--- src/logic/kpi_consts.svh ---
// Register offsets, bit positions, reset values and widths of the keypad unit
`ifndef KPI_CONSTS_SVH
`define KPI_CONSTS_SVH
`define KPI_NPINS 5
`define KPI_ADDR_W 4
`define KPI_OFF_SC 4'h0
`define KPI_OFF_PE 4'h1
`define KPI_BIT_MODE 0
`define KPI_BIT_MASK 1
`define KPI_BIT_ACK 2
`define KPI_BIT_PEND 3
`define KPI_RST_SC 8'h00
`define KPI_RST_PE 5'h00
`define KPI_VEC_HI 16'hFFE4
`define KPI_VEC_LO 16'hFFE5
`endif

--- src/logic/kpi_pkg.sv ---
// Types shared by the keypad interrupt unit
`default_nettype none
package kpi_pkg;
	typedef struct packed {
		logic [3:0] addr;
		logic [7:0] wdata;
		logic wr;
		logic rd;
	} kpi_bus_s;
	typedef struct packed {
		logic stop_mode;
		logic wait_mode;
		logic brk_state;
		logic brk_clr_en;
		logic vec_fetch;
	} kpi_cpu_s;
	typedef enum logic [2:0] {
		KPI_IDLE = 3'b001,
		KPI_HELD = 3'b010,
		KPI_ARMED = 3'b100
	} kpi_lvl_e;
endpackage : kpi_pkg
`default_nettype wire

--- src/logic/kpi_top.sv ---
// Keypad pin interrupt unit: detection, request latch and CPU side
//
// Overview of operation
// Five keypad inputs, each enabled by its own pin enable bit.
// An enabled pin also gets its internal pullup switched on.
// Request latches when an enabled pin falls after all were high.
// Edge-only mode: no request if another enabled pin already low.
// Edge-and-level: clears after acknowledge and all pins high.
// Sensitivity bit: 1 edge plus level, 0 edge only; reset clears.
// Vector fetch or writing 1 to acknowledge bit clears request.
// Edge-only mode: acknowledge clears the request at once.
// A falling edge after an acknowledge latches a new request.
// Unmasked pending request goes to CPU, vector at FFE4/FFE5.
// Reset clears request and sensitivity bit even with pin low.
// Pending flag reads 1 while request pending, mask ignored.
// Enabled pin is forced input; level readable only if direction 0.
// Software masks, enables, acknowledges, then unmasks at startup.
// Unit stays active in wait and stop; unmasked request wakes.
// In break, acknowledge clears flag only with break clear enable.
// Status bits 7 to 4 and acknowledge bit read as zero.
// Mask bit 1 blocks requests to CPU; reset clears it.
// Enable bit 1 lets its pin latch; reset clears all enables.
// Alternatively drive pins high as outputs before enabling them.
// Each input passes two flip-flops before detection.
`include "kpi_consts.svh"
`timescale 1ns/1ns
`default_nettype none
module kpi_top (
	input wire logic mclk,
	input wire logic arst_n,
	input wire kpi_pkg::kpi_bus_s bus,
	output logic [7:0] rdata,
	input wire kpi_pkg::kpi_cpu_s cpu,
	input wire logic [`KPI_NPINS-1:0] keypad_input_pins,
	input wire logic [`KPI_NPINS-1:0] port_direction_register,
	input wire logic [`KPI_NPINS-1:0] port_data_out,
	output logic [`KPI_NPINS-1:0] pin_out,
	output logic [`KPI_NPINS-1:0] pin_oe,
	output logic [`KPI_NPINS-1:0] pullup_en,
	output logic [`KPI_NPINS-1:0] pin_read_level,
	output logic irq_req,
	output logic wake_req
);
	logic [`KPI_NPINS-1:0] pin_s;
	logic mode_r;
	logic mask_r;
	logic [`KPI_NPINS-1:0] pen_r;
	logic ack_wr;
	logic all_high_r;
	logic req_r;
	logic ack_pend_r;
	logic req_nxt;
	logic ack_pend_nxt;
	kpi_pkg::kpi_lvl_e st_r;

	////////////////////////////////////////////////////////////////////////
	kpi_sync u_sync (
		.mclk(mclk),
		.arst_n(arst_n),
		.pin_in(keypad_input_pins),
		.pin_sync(pin_s)
	);

	kpi_regs u_regs (
		.mclk(mclk),
		.arst_n(arst_n),
		.bus(bus),
		.pend(req_r),
		.rdata(rdata),
		.mode_r(mode_r),
		.mask_r(mask_r),
		.pen_r(pen_r),
		.ack_wr(ack_wr)
	);

	////////////////////////////////////////////////////////////////////////
	// Pin side
	assign pullup_en = pen_r;
	// Enable overrides the direction bit, so the pin becomes input
	wire [`KPI_NPINS-1:0] drive = port_direction_register & ~pen_r;
	always_ff @(posedge mclk or negedge arst_n) begin
		if (!arst_n) begin
			pin_oe <= '0;
			pin_out <= '0;
			pin_read_level <= '0;
		end else begin
			pin_oe <= drive;
			pin_out <= port_data_out & drive;
			pin_read_level <= pin_s & ~port_direction_register;
		end
	end

	////////////////////////////////////////////////////////////////////////
	// Detection
	wire any_low = |(~pin_s & pen_r);
	// Falling event only when all enabled pins were high last cycle
	wire fall = any_low && all_high_r;
	// Acknowledge from vector fetch or write; break may block the write
	wire sw_ack = ack_wr && (!cpu.brk_state || cpu.brk_clr_en);
	wire ack = sw_ack || cpu.vec_fetch;

	always_comb begin
		req_nxt = req_r;
		ack_pend_nxt = ack_pend_r;
		if (!mode_r) begin
			ack_pend_nxt = 1'b0;
			if (ack)
				req_nxt = 1'b0;
		end else begin
			if (ack && req_r)
				ack_pend_nxt = 1'b1;
			if (ack_pend_nxt && !any_low) begin
				req_nxt = 1'b0;
				ack_pend_nxt = 1'b0;
			end
		end
		// A new fall wins over a simultaneous acknowledge
		if (fall) begin
			req_nxt = 1'b1;
			ack_pend_nxt = 1'b0;
		end
	end

	always_ff @(posedge mclk or negedge arst_n) begin
		if (!arst_n) begin
			all_high_r <= 1'b1;
			req_r <= 1'b0;
			ack_pend_r <= 1'b0;
		end else begin
			all_high_r <= !any_low;
			req_r <= req_nxt;
			ack_pend_r <= ack_pend_nxt;
		end
	end

	// Level-mode status view, kept for debug visibility of the sequence
	always_ff @(posedge mclk or negedge arst_n) begin
		if (!arst_n)
			st_r <= kpi_pkg::KPI_IDLE;
		else begin
			unique case (1'b1)
				!req_nxt: st_r <= kpi_pkg::KPI_IDLE;
				ack_pend_nxt: st_r <= kpi_pkg::KPI_ARMED;
				default: st_r <= kpi_pkg::KPI_HELD;
			endcase
		end
	end

	////////////////////////////////////////////////////////////////////////
	// CPU side: request vectors to FFE4, also a wake source in wait/stop
	assign irq_req = req_r && !mask_r;
	assign wake_req = irq_req && (cpu.wait_mode || cpu.stop_mode);

	////////////////////////////////////////////////////////////////////////
	// Check helpers: cycles since reset, so that checks on delayed copies
	// skip the reset values of the pipeline flops
	logic [1:0] settle_r;
	always_ff @(posedge mclk or negedge arst_n) begin
		if (!arst_n)
			settle_r <= 2'h0;
		else if (settle_r != 2'h3)
			settle_r <= settle_r + 2'h1;
	end
	wire chk_sc_wr = bus.wr && (bus.addr == `KPI_OFF_SC);
	wire chk_pe_wr = bus.wr && (bus.addr == `KPI_OFF_PE);
	wire chk_sc_rd = bus.rd && (bus.addr == `KPI_OFF_SC);
	wire chk_pe_rd = bus.rd && (bus.addr == `KPI_OFF_PE);

	////////////////////////////////////////////////////////////////////////
	// Request latch and clear
	AST_FALL_LATCH:
	assert property (@(posedge mclk) disable iff (!arst_n)
		fall |=> req_r)
		else $error("fall did not latch request");
	AST_EDGE_ACK:
	assert property (@(posedge mclk) disable iff (!arst_n)
		(!mode_r && ack && !fall) |=> !req_r)
		else $error("edge mode ack did not clear");
	AST_LEVEL_HOLD:
	assert property (@(posedge mclk) disable iff (!arst_n)
		(mode_r && req_r && any_low) |=> req_r)
		else $error("level request dropped while pin low");
	AST_NO_FALL_LOW:
	assert property (@(posedge mclk) disable iff (!arst_n)
		(!req_r && !all_high_r && !fall) |=> !req_r)
		else $error("request without edge from all high");
	AST_MASK:
	assert property (@(posedge mclk) disable iff (!arst_n)
		mask_r |-> !irq_req)
		else $error("masked request reached cpu");
	AST_IRQ:
	assert property (@(posedge mclk) disable iff (!arst_n)
		(req_r && !mask_r) |-> irq_req)
		else $error("unmasked request not presented");
	AST_BRK:
	assert property (@(posedge mclk) disable iff (!arst_n)
		(cpu.brk_state && !cpu.brk_clr_en && !cpu.vec_fetch && req_r
		&& !ack_pend_r) |=> req_r)
		else $error("break write cleared protected flag");
	AST_PULLUP:
	assert property (@(posedge mclk) disable iff (!arst_n)
		chk_pe_wr |=> (pullup_en == $past(bus.wdata[`KPI_NPINS-1:0])))
		else $error("pullup not following enable");
	AST_FORCE_IN:
	assert property (@(posedge mclk) disable iff (!arst_n)
		$rose(pen_r[0]) |=> !pin_oe[0])
		else $error("enabled pin still driven");
	AST_WAKE:
	assert property (@(posedge mclk) disable iff (!arst_n)
		(irq_req && cpu.stop_mode) |-> wake_req)
		else $error("no wake from stop");

	// Every rise of the request has a fall behind it and every clear an
	// acknowledge, so no other path can touch the flag
	AST_REQ_CAUSE:
	assert property (@(posedge mclk) disable iff (!arst_n)
		$rose(req_r) |-> ($past(all_high_r) && $past(any_low)))
		else $error("request rose without a fall from all high");
	AST_FELL_CAUSE:
	assert property (@(posedge mclk) disable iff (!arst_n)
		$fell(req_r) |-> ($past(ack) || $past(ack_pend_r)))
		else $error("request cleared without acknowledge");
	AST_LEVEL_CLEAR:
	assert property (@(posedge mclk) disable iff (!arst_n)
		(mode_r && ack_pend_r && !any_low) |=> !req_r)
		else $error("level request kept after ack and release");
	AST_LEVEL_ACK_HIGH:
	assert property (@(posedge mclk) disable iff (!arst_n)
		(mode_r && req_r && ack && !any_low) |=> !req_r)
		else $error("level ack with pins high did not clear");
	AST_BRK_CLR:
	assert property (@(posedge mclk) disable iff (!arst_n)
		(cpu.brk_state && cpu.brk_clr_en && ack_wr && !mode_r && !fall)
		|=> !req_r)
		else $error("enabled break write did not clear flag");
	AST_VEC_ACK:
	assert property (@(posedge mclk) disable iff (!arst_n)
		(cpu.vec_fetch && !mode_r && !fall) |=> !req_r)
		else $error("vector fetch did not clear request");
	AST_EDGE_NO_PEND:
	assert property (@(posedge mclk) disable iff (!arst_n)
		!mode_r |=> !ack_pend_r)
		else $error("edge mode kept a pending acknowledge");
	AST_ACK_PEND_REQ:
	assert property (@(posedge mclk) disable iff (!arst_n)
		ack_pend_r |-> req_r)
		else $error("pending acknowledge without request");
	AST_NO_PIN_NO_REQ:
	assert property (@(posedge mclk) disable iff (!arst_n)
		(pen_r == 5'h00 && !req_r) |=> !req_r)
		else $error("request with no pin enabled");

	// Register view: a read shows the state of the cycle before, and
	// nothing but a write moves the control bits
	AST_SC_READ_ZERO:
	assert property (@(posedge mclk) disable iff (!arst_n)
		$past(chk_sc_rd) |-> (rdata[7:4] == 4'h0 && !rdata[`KPI_BIT_ACK]))
		else $error("unused or acknowledge bit read as one");
	AST_PEND_READ:
	assert property (@(posedge mclk) disable iff (!arst_n)
		$past(chk_sc_rd) |-> (rdata[`KPI_BIT_PEND] == $past(req_r)))
		else $error("pending flag read wrong");
	AST_MODE_READ:
	assert property (@(posedge mclk) disable iff (!arst_n)
		$past(chk_sc_rd) |-> (rdata[`KPI_BIT_MODE] == $past(mode_r)))
		else $error("sensitivity bit read wrong");
	AST_MASK_READ:
	assert property (@(posedge mclk) disable iff (!arst_n)
		$past(chk_sc_rd) |-> (rdata[`KPI_BIT_MASK] == $past(mask_r)))
		else $error("mask bit read wrong");
	AST_PE_READ:
	assert property (@(posedge mclk) disable iff (!arst_n)
		$past(chk_pe_rd) |-> (rdata == {3'h0, $past(pen_r)}))
		else $error("pin enable read wrong");
	AST_MODE_WRITE:
	assert property (@(posedge mclk) disable iff (!arst_n)
		chk_sc_wr |=> (mode_r == $past(bus.wdata[`KPI_BIT_MODE])))
		else $error("sensitivity write not taken");
	AST_MASK_WRITE:
	assert property (@(posedge mclk) disable iff (!arst_n)
		chk_sc_wr |=> (mask_r == $past(bus.wdata[`KPI_BIT_MASK])))
		else $error("mask write not taken");
	AST_MODE_KEEP:
	assert property (@(posedge mclk) disable iff (!arst_n)
		!chk_sc_wr |=> ($stable(mode_r) && $stable(mask_r)))
		else $error("control bits moved without a write");
	AST_PE_KEEP:
	assert property (@(posedge mclk) disable iff (!arst_n)
		!chk_pe_wr |=> $stable(pullup_en))
		else $error("pullups moved without a write");

	// Pin side follows the port one cycle late; the pipeline reset
	// values are skipped through the settle count
	AST_OE_FOLLOW:
	assert property (@(posedge mclk) disable iff (!arst_n)
		(settle_r != 2'h0) |->
		(pin_oe == $past(port_direction_register & ~pen_r)))
		else $error("output enable does not follow direction");
	AST_OUT_FOLLOW:
	assert property (@(posedge mclk) disable iff (!arst_n)
		(settle_r != 2'h0) |-> (pin_out ==
		$past(port_data_out & port_direction_register & ~pen_r)))
		else $error("pin output does not follow port data");
	AST_READ_LEVEL:
	assert property (@(posedge mclk) disable iff (!arst_n)
		(settle_r != 2'h0) |->
		(pin_read_level == $past(pin_s & ~port_direction_register)))
		else $error("pin level visible on an output pin");
	AST_SYNC_DELAY:
	assert property (@(posedge mclk) disable iff (!arst_n)
		(settle_r == 2'h3) |-> (pin_s == $past(keypad_input_pins, 2)))
		else $error("synchroniser delay is not two cycles");

	// Status view agrees with the request and acknowledge flags,
	// so a debug read of it can be trusted
	AST_ST_ONEHOT:
	assert property (@(posedge mclk) disable iff (!arst_n)
		$onehot(st_r))
		else $error("status view not one-hot");
	AST_ST_ARMED:
	assert property (@(posedge mclk) disable iff (!arst_n)
		(st_r == kpi_pkg::KPI_ARMED) |-> (req_r && ack_pend_r))
		else $error("armed status without pending acknowledge");
	AST_ST_IDLE:
	assert property (@(posedge mclk) disable iff (!arst_n)
		(st_r == kpi_pkg::KPI_IDLE) |-> !req_r)
		else $error("idle status with request set");

	// Wake only from a low-power mode, and never while masked, since a
	// masked request must not disturb the sleeping core
	AST_WAKE_WAIT:
	assert property (@(posedge mclk) disable iff (!arst_n)
		(irq_req && cpu.wait_mode) |-> wake_req)
		else $error("no wake from wait");
	AST_NO_WAKE_RUN:
	assert property (@(posedge mclk) disable iff (!arst_n)
		(!cpu.wait_mode && !cpu.stop_mode) |-> !wake_req)
		else $error("wake raised while running");
	AST_WAKE_MASKED:
	assert property (@(posedge mclk) disable iff (!arst_n)
		mask_r |-> !wake_req)
		else $error("masked request woke the core");
endmodule : kpi_top
`default_nettype wire

--- src/logic/kpi_sync.sv ---
// Two-flop synchroniser for the keypad input pins
`include "kpi_consts.svh"
`timescale 1ns/1ns
`default_nettype none
module kpi_sync (
	input wire logic mclk,
	input wire logic arst_n,
	input wire logic [`KPI_NPINS-1:0] pin_in,
	output logic [`KPI_NPINS-1:0] pin_sync
);
	logic [`KPI_NPINS-1:0] meta_r;
	genvar i;
	generate
		for (i = 0; i < `KPI_NPINS; i = i + 1) begin : g_sync
			always_ff @(posedge mclk or negedge arst_n) begin
				if (!arst_n) begin
					meta_r[i] <= 1'b1;
					pin_sync[i] <= 1'b1;
				end else begin
					meta_r[i] <= pin_in[i];
					pin_sync[i] <= meta_r[i];
				end
			end
		end
	endgenerate
endmodule : kpi_sync
`default_nettype wire

--- src/logic/kpi_regs.sv ---
// Register file: status/control and pin enable registers
`include "kpi_consts.svh"
`timescale 1ns/1ns
`default_nettype none
module kpi_regs (
	input wire logic mclk,
	input wire logic arst_n,
	input wire kpi_pkg::kpi_bus_s bus,
	input wire logic pend,
	output logic [7:0] rdata,
	output logic mode_r,
	output logic mask_r,
	output logic [`KPI_NPINS-1:0] pen_r,
	output logic ack_wr
);
	function automatic logic hit(input logic [3:0] a, input logic [3:0] o);
		hit = (a == o);
	endfunction : hit
	wire sc_wr = bus.wr && hit(bus.addr, `KPI_OFF_SC);
	wire pe_wr = bus.wr && hit(bus.addr, `KPI_OFF_PE);
	wire [7:0] sc_rd = {4'h0, pend, 1'b0, mask_r, mode_r};
	wire [7:0] pe_rd = {3'h0, pen_r};
	wire [7:0] rd_mux = hit(bus.addr, `KPI_OFF_SC) ? sc_rd :
		hit(bus.addr, `KPI_OFF_PE) ? pe_rd : 8'h00;
	assign ack_wr = sc_wr && bus.wdata[`KPI_BIT_ACK];
	always_ff @(posedge mclk or negedge arst_n) begin
		if (!arst_n) begin
			mode_r <= 1'b0;
			mask_r <= 1'b0;
			pen_r <= `KPI_RST_PE;
			rdata <= 8'h00;
		end else begin
			if (sc_wr) begin
				mode_r <= bus.wdata[`KPI_BIT_MODE];
				mask_r <= bus.wdata[`KPI_BIT_MASK];
			end
			if (pe_wr)
				pen_r <= bus.wdata[`KPI_NPINS-1:0];
			rdata <= bus.rd ? rd_mux : 8'h00;
		end
	end
endmodule : kpi_regs
`default_nettype wire

--- config.mk ---
export PLATFORM = sky130hd
export DESIGN_NAME = kpi_top
export DESIGN_NICKNAME = d
export VERILOG_FILES = /design/src/logic/kpi_pkg.sv /design/src/logic/kpi_top.sv /design/src/logic/kpi_sync.sv /design/src/logic/kpi_regs.sv
export VERILOG_INCLUDE_DIRS = /design/src /design/src/logic
export SDC_FILE = /design/constraint.sdc
export NUM_CORES = 1
export LEC_CHECK = 0
export BUFFER_PORTS_ARGS = -buffer_cell sky130_fd_sc_hd__buf_2
export CORE_ASPECT_RATIO = 0.7
export CORE_MARGIN = 2
export CORE_UTILIZATION = 30
export CTS_BUF_LIST = sky130_fd_sc_hd__clkbuf_8 sky130_fd_sc_hd__clkbuf_16
export CTS_CLUSTER_DIAMETER = 30
export CTS_CLUSTER_SIZE = 25
export DETAILED_ROUTE_END_ITERATION = 16
export GPL_TIMING_DRIVEN = 1
export PLACE_DENSITY = 0.54
export SLEW_MARGIN = 10
export SYNTH_ARGS = -nofsm -noshare
export SYNTH_HDL_FRONTEND = slang
export SYNTH_SLANG_ARGS = --single-unit
export TNS_END_PERCENT = 50
--- constraint.sdc ---
create_clock -name mclk -period 1.5 [get_ports mclk]
set_input_delay 0.3 -clock mclk [delete_from_list [all_inputs] [get_ports mclk]]
set_output_delay 0.3 -clock mclk [all_outputs]
set_load 0.005 [all_outputs]
==> flow_results.xml, run 1 <==
<?xml version="1.0" encoding="UTF-8"?>
<metrics>
  <group name="synth">
    <metric name="synth_sequential_area_ratio" unit="">0.706</metric>
    <metric name="mean_instance_size_in_the_synthesized_netlist" unit="µm²">14.2</metric>
    <metric name="synthDistinctLibCells" unit="">26</metric>
    <metric name="synthesis.yosys.warnings" unit="">0</metric>
    <metric name="number_of_storage_elements_in_the_synthesis_netlist" unit="">40</metric>
    <metric name="syn-cell-area" unit="µm²">1440</metric>
    <metric name="synthesis.instances" unit="">101</metric>
  </group>
  <group name="worst_setup_path">
    <metric name="critPathRequiredTime" unit="ns">1.20</metric>
    <metric name="critical_path.max_fanout" unit="">6</metric>
    <metric name="timing_worst_setup_path_type" unit="">reg -&gt; out</metric>
    <metric name="arrival" unit="ns">1.11</metric>
    <metric name="r2r_cells" unit="">5</metric>
    <metric name="startpoint_type" unit="">flop</metric>
    <metric name="cp-end-kind" unit="">output port</metric>
  </group>
  <group name="sta">
    <metric name="hold_viol_final" unit="">0</metric>
    <metric name="layout_worst_path_cycle_share" unit="">0.940</metric>
    <metric name="setup-violations-final" unit="">0</metric>
    <metric name="layout_setup_ws" unit="ns">0.0907</metric>
    <metric name="min_period" unit="ns">1.41</metric>
    <metric name="grt_setup_unrepaired" unit="">no</metric>
    <metric name="achievable-frequency" unit="MHz">710</metric>
    <metric name="tns" unit="ns">0</metric>
    <metric name="final.setup_skew" unit="ns">0.00170</metric>
    <metric name="final_max_slew_viol_count" unit="">0</metric>
  </group>
  <group name="clocking">
    <metric name="clock_latency_on_the_worst_skew_pair" unit="ns">0.28</metric>
    <metric name="cts.htree.levels" unit="">2</metric>
    <metric name="cts.clk_slew.worst_paths" unit="ns">0.07</metric>
    <metric name="tritoncts.num_buffers" unit="">5</metric>
    <metric name="tritoncts" unit="">done</metric>
    <metric name="postCtsSetupBuffers" unit="">0</metric>
    <metric name="cts_num_sinks" unit="">40</metric>
    <metric name="ctsLongestPathBuffers" unit="">2</metric>
    <metric name="root_buffer_cell" unit="">clkbuf_8</metric>
  </group>
  <group name="layout">
    <metric name="layout-drive-gt1-share" unit="">0.559</metric>
    <metric name="insertedDiodeCount" unit="">0</metric>
    <metric name="fill_cells" unit="">461</metric>
    <metric name="layout_commonest_cell" unit="">buf_2</metric>
    <metric name="nets" unit="">205</metric>
    <metric name="final-instance-count-excl-fill" unit="">227</metric>
    <metric name="seqCellArea" unit="µm²">1020</metric>
    <metric name="commonest_cells_after_routing_fill_and_taps_aside" unit="">buf_2, dfrtp_1, dfstp_2</metric>
    <metric name="multi_input_gate_area_in_the_final_layout" unit="µm²">382</metric>
    <metric name="layout-area-overhead-vs-synth" unit="%">36.3</metric>
  </group>
  <group name="grt">
    <metric name="first_global_vias" unit="">948</metric>
    <metric name="gr-usage-all-layers" unit="">0.120</metric>
    <metric name="grt_antenna_before_repair" unit="">0</metric>
    <metric name="wire_length_of_the_first_global_routing_pass" unit="µm">4620</metric>
    <metric name="grt_util_met1" unit="">0.172</metric>
    <metric name="global_route.peak_usage_layer" unit="">met1</metric>
    <metric name="grtUsageMet3" unit="">0.0436</metric>
    <metric name="globalRouteMet2Util" unit="">0.170</metric>
    <metric name="grt_max_degree" unit="">26</metric>
    <metric name="globalRoute.totalOverflow" unit="">0</metric>
  </group>
  <group name="drt">
    <metric name="via_per_inst" unit="">4.27</metric>
    <metric name="drtAntennaViolNets" unit="">0</metric>
    <metric name="drt-pass1-iter-count" unit="">4</metric>
    <metric name="drt_first_iter_violations" unit="">48</metric>
    <metric name="drt_wl_total" unit="µm">3090</metric>
    <metric name="detailroute.via_count" unit="">969</metric>
    <metric name="remaining_drc_errors" unit="">0</metric>
    <metric name="wl_per_cell" unit="µm">13.6</metric>
  </group>
  <group name="place">
    <metric name="placement_stage_worst_setup_slack" unit="ns">-0.0355</metric>
    <metric name="routabilityCongestion" unit="">0.730</metric>
    <metric name="placedCellCount" unit="">218</metric>
    <metric name="post-dp-hpwl" unit="µm">2390</metric>
    <metric name="place.port_buffers" unit="">59</metric>
  </group>
  <group name="power_and_ir_drop">
    <metric name="leakage" unit="nW">1.01</metric>
    <metric name="powerDensity" unit="nW/µm²">1360</metric>
    <metric name="irDropWorstVdd" unit="V">0.000708</metric>
  </group>
  <group name="floorplanning">
    <metric name="die_h" unit="µm">61.9</metric>
    <metric name="core_region_area" unit="µm²">4700</metric>
    <metric name="dieArea" unit="µm²">5370</metric>
    <metric name="initial_utilization" unit="">0.305</metric>
    <metric name="die-width" unit="µm">86.7</metric>
    <metric name="floorplan.rows" unit="">21</metric>
    <metric name="io_pins" unit="">66</metric>
  </group>
  <group name="flow_run">
    <metric name="cap_violations" unit="">0</metric>
  </group>
  <group name="run_status">
    <metric name="result_of_the_run" unit="">completed</metric>
  </group>
  <group name="worst_hold_path">
    <metric name="hp_class" unit="">in -&gt; reg</metric>
    <metric name="worst_hold_path_depth" unit="">1</metric>
  </group>
</metrics>
[power breakdown]
part	switching (mW)	internal [mW]	leakage (nW)
logic	0.176	0.213	0.455
registers	0.107	1.22	0.488
clock network	0.354	0.587	0.0645
[cell families (layout without fill, tap and decap cells)]
family | after synthesis | after routing | share of synthesized area
buf+inv | 10 | 77 | 0.0348
mux | 9 | 9 | 0.0679
simple gates | 31 | 31 | 0.138
compound gates | 10 | 10 | 0.0505
flops | 40 | 40 | 0.706
other cells | 1 | 3 | 0.00261
[area by class of cell]
| cell class | instances | share of cell area |
|---|---|---|
| Clock buffer | 7 | 0.0492 |
| Clock inverter | 1 | 0.0153 |
| Inverter | 6 | 0.0115 |
| Multi-Input combinational cell | 53 | 0.195 |
| Sequential cell | 40 | 0.519 |
| Tap cell | 57 | 0.0364 |
| Timing Repair Buffer | 63 | 0.174 |
[cells in the mapped netlist (all sizes together)]
cell type	n	area [µm²]
mux2	6	67.6
nor4b	2	23.8
nor2	4	15.0
and2	5	31.3
or4b	1	10.0
mux2i	3	30.0
a31o	1	8.76
o22ai	3	18.8
conb	1	3.75
a211oi	1	7.51
a21oi	2	10.0
dfrtp	29	726
dfstp	11	289
o21a	1	7.51
and2b	1	8.76
buf	4	27.5
nand2	4	15.0
o21ai	1	5.00
and3	2	12.5
nand4	1	12.5
inv	6	22.5
a2111oi	1	15.0
nor2b	10	62.6
nand2b	1	6.26
[per-layer routing]
metal	share of wire	wire length (µm)	up-vias
met1	0.47	1450	464
met5	0	0	-
met2	0.45	1400	42
met4	0.0036	11	0
met3	0.074	229	2
li1	-	-	461
[per-stage QoR]
stage	area, µm²	utilization	hold slack [ns]	total power, mW
3_3_place_gp	1820	0.387	0.230	1.71
4_1_cts	1950	0.416	0.101	2.68
6_report	1960	0.416	0.110	2.66
2_1_floorplan	1440	-	0.00441	1.50
3_5_place_dp	1820	0.387	0.234	1.73
5_1_grt	1960	0.416	0.0933	2.81
[final timing paths]
| check | startpoint | end | slack (ns) |
|---|---|---|---|
| setup / recovery | req_r | wake_req | 0.09 |
| hold / removal | keypad_input_pins[0] | u_sync.meta_r[0] | 0.11 |
| setup reg to reg | u_regs.pen_r[2] | ack_pend_r | 0.20 |
| hold reg to reg | u_sync.meta_r[2] | u_sync.pin_sync[2] | 0.36 |
| max in group asynchronous | arst_n | all_high_r | 0.51 |
| min in group asynchronous | arst_n | pin_oe[2] | 0.46 |
[state kept, by name, indices dropped and copies added, names as in the netlist]
signal	cells
u_regs.rdata	5
u_regs.mode_r	1
pin_oe	5
pin_out	5
u_sync.pin_sync	5
ack_pend_r	1
u_regs.mask_r	1
u_regs.pen_r	5
u_sync.meta_r	5
pin_read_level	5
req_r	1
all_high_r	1
[worst max-delay path: stages, from the launching register on]
cell and delay (ns):
dfrtp_2 0.45, nor2b_2 0.17, o21a_1 0.09, buf_2 0.12
[what timing repair did]
| item | CTS | global route |
|---|---|---|
| hold buffers | 1 | 0 |
| endpoints found under the hold margin | 11 | 0 |
| setup endpoints to repair | 0 | 1 |
| resized for setup | 0 | 2 |
(Power assumes the default switching activity.)
==> inputs of run 2 (changes only) <==
- CORE_UTILIZATION: 30 -> 23
- PLACE_DENSITY: 0.54 -> 0.44
==> run 2 against run 1 <==
  * Power fell by 7.0%
  * Wire length rose by 12%
  * Design area did not move
  * Critical path depth did not move
  * Global-route usage fell by 1.7 points
  * Non-clock buffer count rose by 1
  * Largest cell class unchanged
  * Largest power group unchanged
  * Highest routed layer is now met3
==> flow_results.xml, run 2 (same netlist as run 1, synthesis figures left out) <==
<?xml version="1.0" encoding="UTF-8"?>
<metrics>
  <group name="worst_setup_path">
    <metric name="cp-end-kind" unit="">output port</metric>
    <metric name="critPathRequiredTime" unit="ns">1.20</metric>
    <metric name="critical_path.max_fanout" unit="">6</metric>
    <metric name="arrival" unit="ns">1.12</metric>
    <metric name="startpoint_type" unit="">flop</metric>
    <metric name="timing_worst_setup_path_type" unit="">reg -&gt; out</metric>
  </group>
  <group name="place">
    <metric name="post-dp-hpwl" unit="µm">2670</metric>
    <metric name="place.port_buffers" unit="">59</metric>
    <metric name="placed_area" unit="µm²">1850</metric>
    <metric name="routabilityCongestion" unit="">0.760</metric>
  </group>
  <group name="layout">
    <metric name="commonest_cells_after_routing_fill_and_taps_aside" unit="">buf_2, dfrtp_1, dfstp_2</metric>
    <metric name="layout_commonest_cell" unit="">buf_2</metric>
    <metric name="layout-drive-gt1-share" unit="">0.561</metric>
    <metric name="final_design_area_no_fill" unit="µm²">1960</metric>
    <metric name="seqCellArea" unit="µm²">1020</metric>
    <metric name="multi_input_gate_area_in_the_final_layout" unit="µm²">382</metric>
    <metric name="layout-area-overhead-vs-synth" unit="%">36.3</metric>
    <metric name="insertedDiodeCount" unit="">0</metric>
    <metric name="fill_cells" unit="">642</metric>
    <metric name="nets" unit="">206</metric>
  </group>
  <group name="grt">
    <metric name="grt_antenna_before_repair" unit="">0</metric>
    <metric name="globalRoute.totalOverflow" unit="">0</metric>
    <metric name="gr-usage-all-layers" unit="">0.103</metric>
    <metric name="grt_max_degree" unit="">22</metric>
    <metric name="wire_length_of_the_first_global_routing_pass" unit="µm">5510</metric>
    <metric name="first_global_vias" unit="">1080</metric>
  </group>
  <group name="drt">
    <metric name="wl_per_cell" unit="µm">13.9</metric>
    <metric name="remaining_drc_errors" unit="">0</metric>
    <metric name="detailroute.via_count" unit="">1007</metric>
    <metric name="drt_wl_total" unit="µm">3450</metric>
    <metric name="drt-pass1-iter-count" unit="">4</metric>
    <metric name="via_per_inst" unit="">4.04</metric>
    <metric name="drt_first_iter_violations" unit="">19</metric>
    <metric name="drtAntennaViolNets" unit="">0</metric>
  </group>
  <group name="sta">
    <metric name="setup-violations-final" unit="">0</metric>
    <metric name="worst-slew-pin-transition" unit="ns">0.515</metric>
    <metric name="layout_worst_path_cycle_share" unit="">0.948</metric>
    <metric name="hold_viol_final" unit="">0</metric>
    <metric name="tns" unit="ns">0</metric>
    <metric name="achievable-frequency" unit="MHz">703</metric>
    <metric name="grt_setup_unrepaired" unit="">no</metric>
    <metric name="min_period" unit="ns">1.42</metric>
    <metric name="final.setup_skew" unit="ns">0.00417</metric>
    <metric name="final_max_slew_viol_count" unit="">0</metric>
    <metric name="slew-limit-headroom" unit="">0.656</metric>
  </group>
  <group name="clocking">
    <metric name="tritoncts.num_buffers" unit="">5</metric>
    <metric name="cts.clk_slew.worst_paths" unit="ns">0.08</metric>
    <metric name="clock_latency_on_the_worst_skew_pair" unit="ns">0.28</metric>
    <metric name="tritoncts" unit="">done</metric>
    <metric name="root_buffer_cell" unit="">clkbuf_8</metric>
    <metric name="cts.htree.levels" unit="">2</metric>
    <metric name="ctsLongestPathBuffers" unit="">2</metric>
    <metric name="postCtsSetupBuffers" unit="">0</metric>
    <metric name="cts_num_sinks" unit="">40</metric>
  </group>
  <group name="floorplanning">
    <metric name="die-width" unit="µm">98.5</metric>
    <metric name="initial_utilization" unit="">0.234</metric>
    <metric name="dieArea" unit="µm²">6900</metric>
    <metric name="floorplan.rows" unit="">24</metric>
    <metric name="io_pins" unit="">66</metric>
    <metric name="core_region_area" unit="µm²">6130</metric>
    <metric name="die_h" unit="µm">70.1</metric>
  </group>
  <group name="power_and_ir_drop">
    <metric name="powerDensity" unit="nW/µm²">1260</metric>
    <metric name="leakage" unit="nW">0.999</metric>
    <metric name="irDropWorstVdd" unit="V">0.000381</metric>
  </group>
  <group name="worst_hold_path">
    <metric name="hp_class" unit="">in -&gt; reg</metric>
  </group>
  <group name="flow_run">
    <metric name="cap_violations" unit="">0</metric>
  </group>
  <group name="run_status">
    <metric name="result_of_the_run" unit="">completed</metric>
  </group>
</metrics>
## run 2: area by class of cell
class / count / share of cell area
clock buffer: 6 / 0.0422
clock inverter: 2 / 0.00511
inverter: 6 / 0.0115
multi-input combinational: 53 / 0.195
sequential: 40 / 0.519
tap: 78 / 0.0498
timing repair buffer: 64 / 0.178
## run 2: timing repair
action,CTS,global route
setup endpoints to repair,0,1
hold buffers,1,0
hold endpoints to repair,15,0
gates resized for setup,0,2
## run 2: critical path, stage by stage, from the launching register on
cell     delay, ns
dfrtp_2       0.45
nor2b_2       0.17
o21a_1        0.09
buf_2         0.12
## run 2: final timing paths
check / end / slack, ns / cells after the start / from
min in group asynchronous: pin_read_level[1] / 0.52 / 2 / arst_n
max: wake_req / 0.08 / 3 / req_r
max reg2reg: ack_pend_r / 0.17 / 5 / u_regs.pen_r[2]
max in group asynchronous: all_high_r / 0.42 / 3 / arst_n
min: u_sync.meta_r[3] / 0.11 / 1 / keypad_input_pins[3]
min reg2reg: u_sync.pin_sync[4] / 0.36 / 0 / u_sync.meta_r[4]
## run 2: power breakdown
group	internal (mW)	leakage (nW)	switching, mW
combinational	0.215	0.460	0.190
clock	0.367	0.0510	0.376
sequential	1.22	0.488	0.105
total	1.80	0.999	0.670
## run 2: per-stage QoR
stage | setup WS [ns] | cells | util | hold slack, ns | power, mW
final | 0.0781 | 249 | 0.320 | 0.110 | 2.47
after detailed placement | 0.0122 | 240 | 0.302 | 0.298 | 1.75
after floorplan | 0.216 | 103 | - | 0.00441 | 1.50
after global placement | 0.0334 | 240 | 0.302 | 0.285 | 1.71
after CTS | 0.00243 | 249 | 0.319 | 0.0985 | 2.50
after global routing | 0.0194 | 249 | 0.320 | 0.0932 | 2.61
## run 2: metal layers
metal  up-vias  global-route usage  share of wire  routed length [µm]
met3         0              0.0410          0.078                 271
li1        464                   -              -                   -
met5         -                   0              0                   0
met2        47               0.160           0.46                1590
met1       496               0.141           0.46                1590
met4         0              0.0122              0                   0
==> inputs of run 3 (changes only) <==
- CORE_ASPECT_RATIO: 0.7 -> unset
==> run 3 against run 2 <==
  * Die area fell by 0.15%
  * Register-to-register slack got worse by 0.06 ns
  * Flip-flop and latch count did not move
  * Critical path type unchanged
  * Largest cell class unchanged
  * Highest routed layer is now met4
==> flow_results.xml, run 3 (same netlist as run 1, synthesis figures left out) <==
<?xml version="1.0" encoding="UTF-8"?>
<metrics>
  <group name="run_status">
    <metric name="result_of_the_run" unit="">completed</metric>
  </group>
  <group name="drt">
    <metric name="wl_per_cell" unit="µm">12.6</metric>
    <metric name="remaining_drc_errors" unit="">0</metric>
    <metric name="drt-pass1-iter-count" unit="">3</metric>
    <metric name="via_per_inst" unit="">4.00</metric>
    <metric name="detailroute.via_count" unit="">979</metric>
    <metric name="drt_wl_total" unit="µm">3100</metric>
    <metric name="drt_first_iter_violations" unit="">31</metric>
    <metric name="drtAntennaViolNets" unit="">0</metric>
  </group>
  <group name="worst_setup_path">
    <metric name="r2r_cells" unit="">3</metric>
    <metric name="worst-r2r-setup-slack" unit="ns">0.11</metric>
    <metric name="arrival" unit="ns">1.11</metric>
    <metric name="cp-end-kind" unit="">output port</metric>
    <metric name="critical_path.cell_chain" unit="">nor2b_1 -&gt; o21a_1 -&gt; buf_2</metric>
    <metric name="critical_path.max_fanout" unit="">6</metric>
    <metric name="critPathBufInv" unit="">1</metric>
    <metric name="critPathMaxStageDelay" unit="ns">0.41</metric>
    <metric name="rr_endpoint" unit="">req_r</metric>
    <metric name="critical_path.slowest_cell" unit="">dfrtp_2</metric>
    <metric name="critical_path.reg2reg.startpoint" unit="">u_sync.pin_sync[2]</metric>
    <metric name="timing_worst_setup_path_type" unit="">reg -&gt; out</metric>
    <metric name="critPathTopFamily" unit="">flip-flops</metric>
    <metric name="startpoint_type" unit="">flop</metric>
    <metric name="critPathRequiredTime" unit="ns">1.20</metric>
  </group>
  <group name="worst_hold_path">
    <metric name="worst_hold_path_depth" unit="">1</metric>
    <metric name="hold_path_startpoint" unit="">keypad_input_pins[3]</metric>
    <metric name="hp_class" unit="">in -&gt; reg</metric>
    <metric name="hold_path_end" unit="">u_sync.meta_r[3]</metric>
  </group>
  <group name="place">
    <metric name="place.port_buffers" unit="">59</metric>
    <metric name="routabilityCongestion" unit="">0.691</metric>
    <metric name="post-dp-hpwl" unit="µm">2330</metric>
  </group>
  <group name="power_and_ir_drop">
    <metric name="leakage" unit="nW">0.996</metric>
    <metric name="p_clk_frac" unit="">0.293</metric>
    <metric name="pwr-share-seq" unit="">0.546</metric>
    <metric name="power.combinational.fraction" unit="">0.161</metric>
    <metric name="irDropWorstVdd" unit="V">0.000659</metric>
    <metric name="switching_share" unit="">0.261</metric>
    <metric name="internal_power" unit="mW">1.79</metric>
    <metric name="powerDensity" unit="nW/µm²">1250</metric>
    <metric name="switchingPower" unit="mW">0.631</metric>
  </group>
  <group name="layout">
    <metric name="nets" unit="">205</metric>
    <metric name="layout_commonest_cell" unit="">buf_2</metric>
    <metric name="layout-drive-gt1-share" unit="">0.541</metric>
    <metric name="insertedDiodeCount" unit="">0</metric>
    <metric name="layout-area-overhead-vs-synth" unit="%">35.2</metric>
    <metric name="commonest_cells_after_routing_fill_and_taps_aside" unit="">buf_2, dfrtp_1, dfstp_2</metric>
    <metric name="final_core_utilization" unit="">0.324</metric>
  </group>
  <group name="clocking">
    <metric name="cts.htree.levels" unit="">2</metric>
    <metric name="cts_num_sinks" unit="">40</metric>
    <metric name="cts.clk_slew.worst_paths" unit="ns">0.07</metric>
    <metric name="ctsLongestPathBuffers" unit="">2</metric>
    <metric name="tritoncts.num_buffers" unit="">5</metric>
    <metric name="clock_latency_on_the_worst_skew_pair" unit="ns">0.28</metric>
    <metric name="root_buffer_cell" unit="">clkbuf_8</metric>
    <metric name="tritoncts" unit="">done</metric>
  </group>
  <group name="sta">
    <metric name="fin_hold_ws" unit="ns">0.109</metric>
    <metric name="setup-violations-final" unit="">0</metric>
    <metric name="worst-slew-pin-transition" unit="ns">0.519</metric>
    <metric name="hold_viol_final" unit="">0</metric>
    <metric name="final.setup_skew" unit="ns">0.00172</metric>
    <metric name="slew-limit-headroom" unit="">0.652</metric>
    <metric name="grt_setup_unrepaired" unit="">no</metric>
    <metric name="layout_worst_path_cycle_share" unit="">0.938</metric>
    <metric name="min_period" unit="ns">1.41</metric>
    <metric name="achievable-frequency" unit="MHz">711</metric>
    <metric name="final_max_slew_viol_count" unit="">0</metric>
  </group>
  <group name="floorplanning">
    <metric name="floorplan.rows" unit="">28</metric>
    <metric name="die-width" unit="µm">83.0</metric>
    <metric name="die_h" unit="µm">83.0</metric>
    <metric name="io_pins" unit="">66</metric>
    <metric name="initial_utilization" unit="">0.240</metric>
    <metric name="core_region_area" unit="µm²">5990</metric>
    <metric name="dieArea" unit="µm²">6890</metric>
  </group>
  <group name="grt">
    <metric name="first_global_vias" unit="">1091</metric>
    <metric name="grt_max_degree" unit="">41</metric>
    <metric name="wire_length_of_the_first_global_routing_pass" unit="µm">5230</metric>
    <metric name="globalRoute.totalOverflow" unit="">0</metric>
    <metric name="grt_antenna_before_repair" unit="">0</metric>
    <metric name="gr-usage-all-layers" unit="">0.0947</metric>
  </group>
  <group name="flow_run">
    <metric name="cap_violations" unit="">0</metric>
  </group>
</metrics>
run 3: cell count changes in the layout (fill, tap and decap cells not counted):
| cell | before | now |
|---|---|---|
| clkinv_2 | 2 | 0 |
| nor2b_1 | 9 | 10 |
| inv_1 | 6 | 8 |
| buf_4 | 3 | 2 |
| nor2b_2 | 1 | 0 |
run 3: timing repair:
item | 4_1_cts | 5_1_grt
resized for setup | 0 | 1
endpoints found under the setup margin | 0 | 1
buffers inserted | 0 | 0
endpoints found under the hold margin | 29 | 0
hold buffers | 1 | 0
run 3: worst max-delay path by stage:
stage | startpoint | end | slack (ns) | cells after the start
after global placement | bus[11] | ack_pend_r | 0.02 | 5
after floorplan | bus[11] | ack_pend_r | 0.22 | 4
final | req_r | wake_req | 0.09 | 3
after CTS | req_r | wake_req | 0.01 | 3
after global routing | u_regs.pen_r[0] | req_r | 0.02 | 4
after detailed placement | bus[11] | ack_pend_r | -0.02 | 5
run 3: through the flow:
step	setup TNS [ns]	cell area, µm²	setup slack [ns]	cells	power [mW]
after floorplan	0	1440	0.216	103	1.50
after global placement	0	1840	0.0203	236	1.72
after detailed placement	-0.0196	1840	-0.0196	236	1.74
after CTS	0	1940	0.0112	245	2.47
after global routing	0	1940	0.0168	245	2.57
final	0	1940	0.0931	245	2.42
run 3: cell type report:
class,count,area (µm²)
fill,617,4050
sequential,40,1020
multi-input combinational,53,379
timing repair buffer,63,340
tap,75,93.8
clock buffer,6,82.6
inverter,6,22.5
clock inverter,2,7.51
run 3: power by group through the flow:
stage                     combinational, mW  sequential, mW  clock [mW]
after CTS                             0.399            1.32       0.749
after detailed placement              0.396            1.34           0
final                                 0.389            1.32       0.710
after floorplan                       0.180            1.32           0
after global placement                0.385            1.33           0
after global routing                  0.437            1.34       0.788
run 3: per-layer routing:
layer	track usage	vias to the layer above	wire length, µm
met1	0.118	462	1330
met2	0.142	45	1440
met4	0.0402	0	48
li1	-	464	-
met5	0	-	0
met3	0.0427	8	272
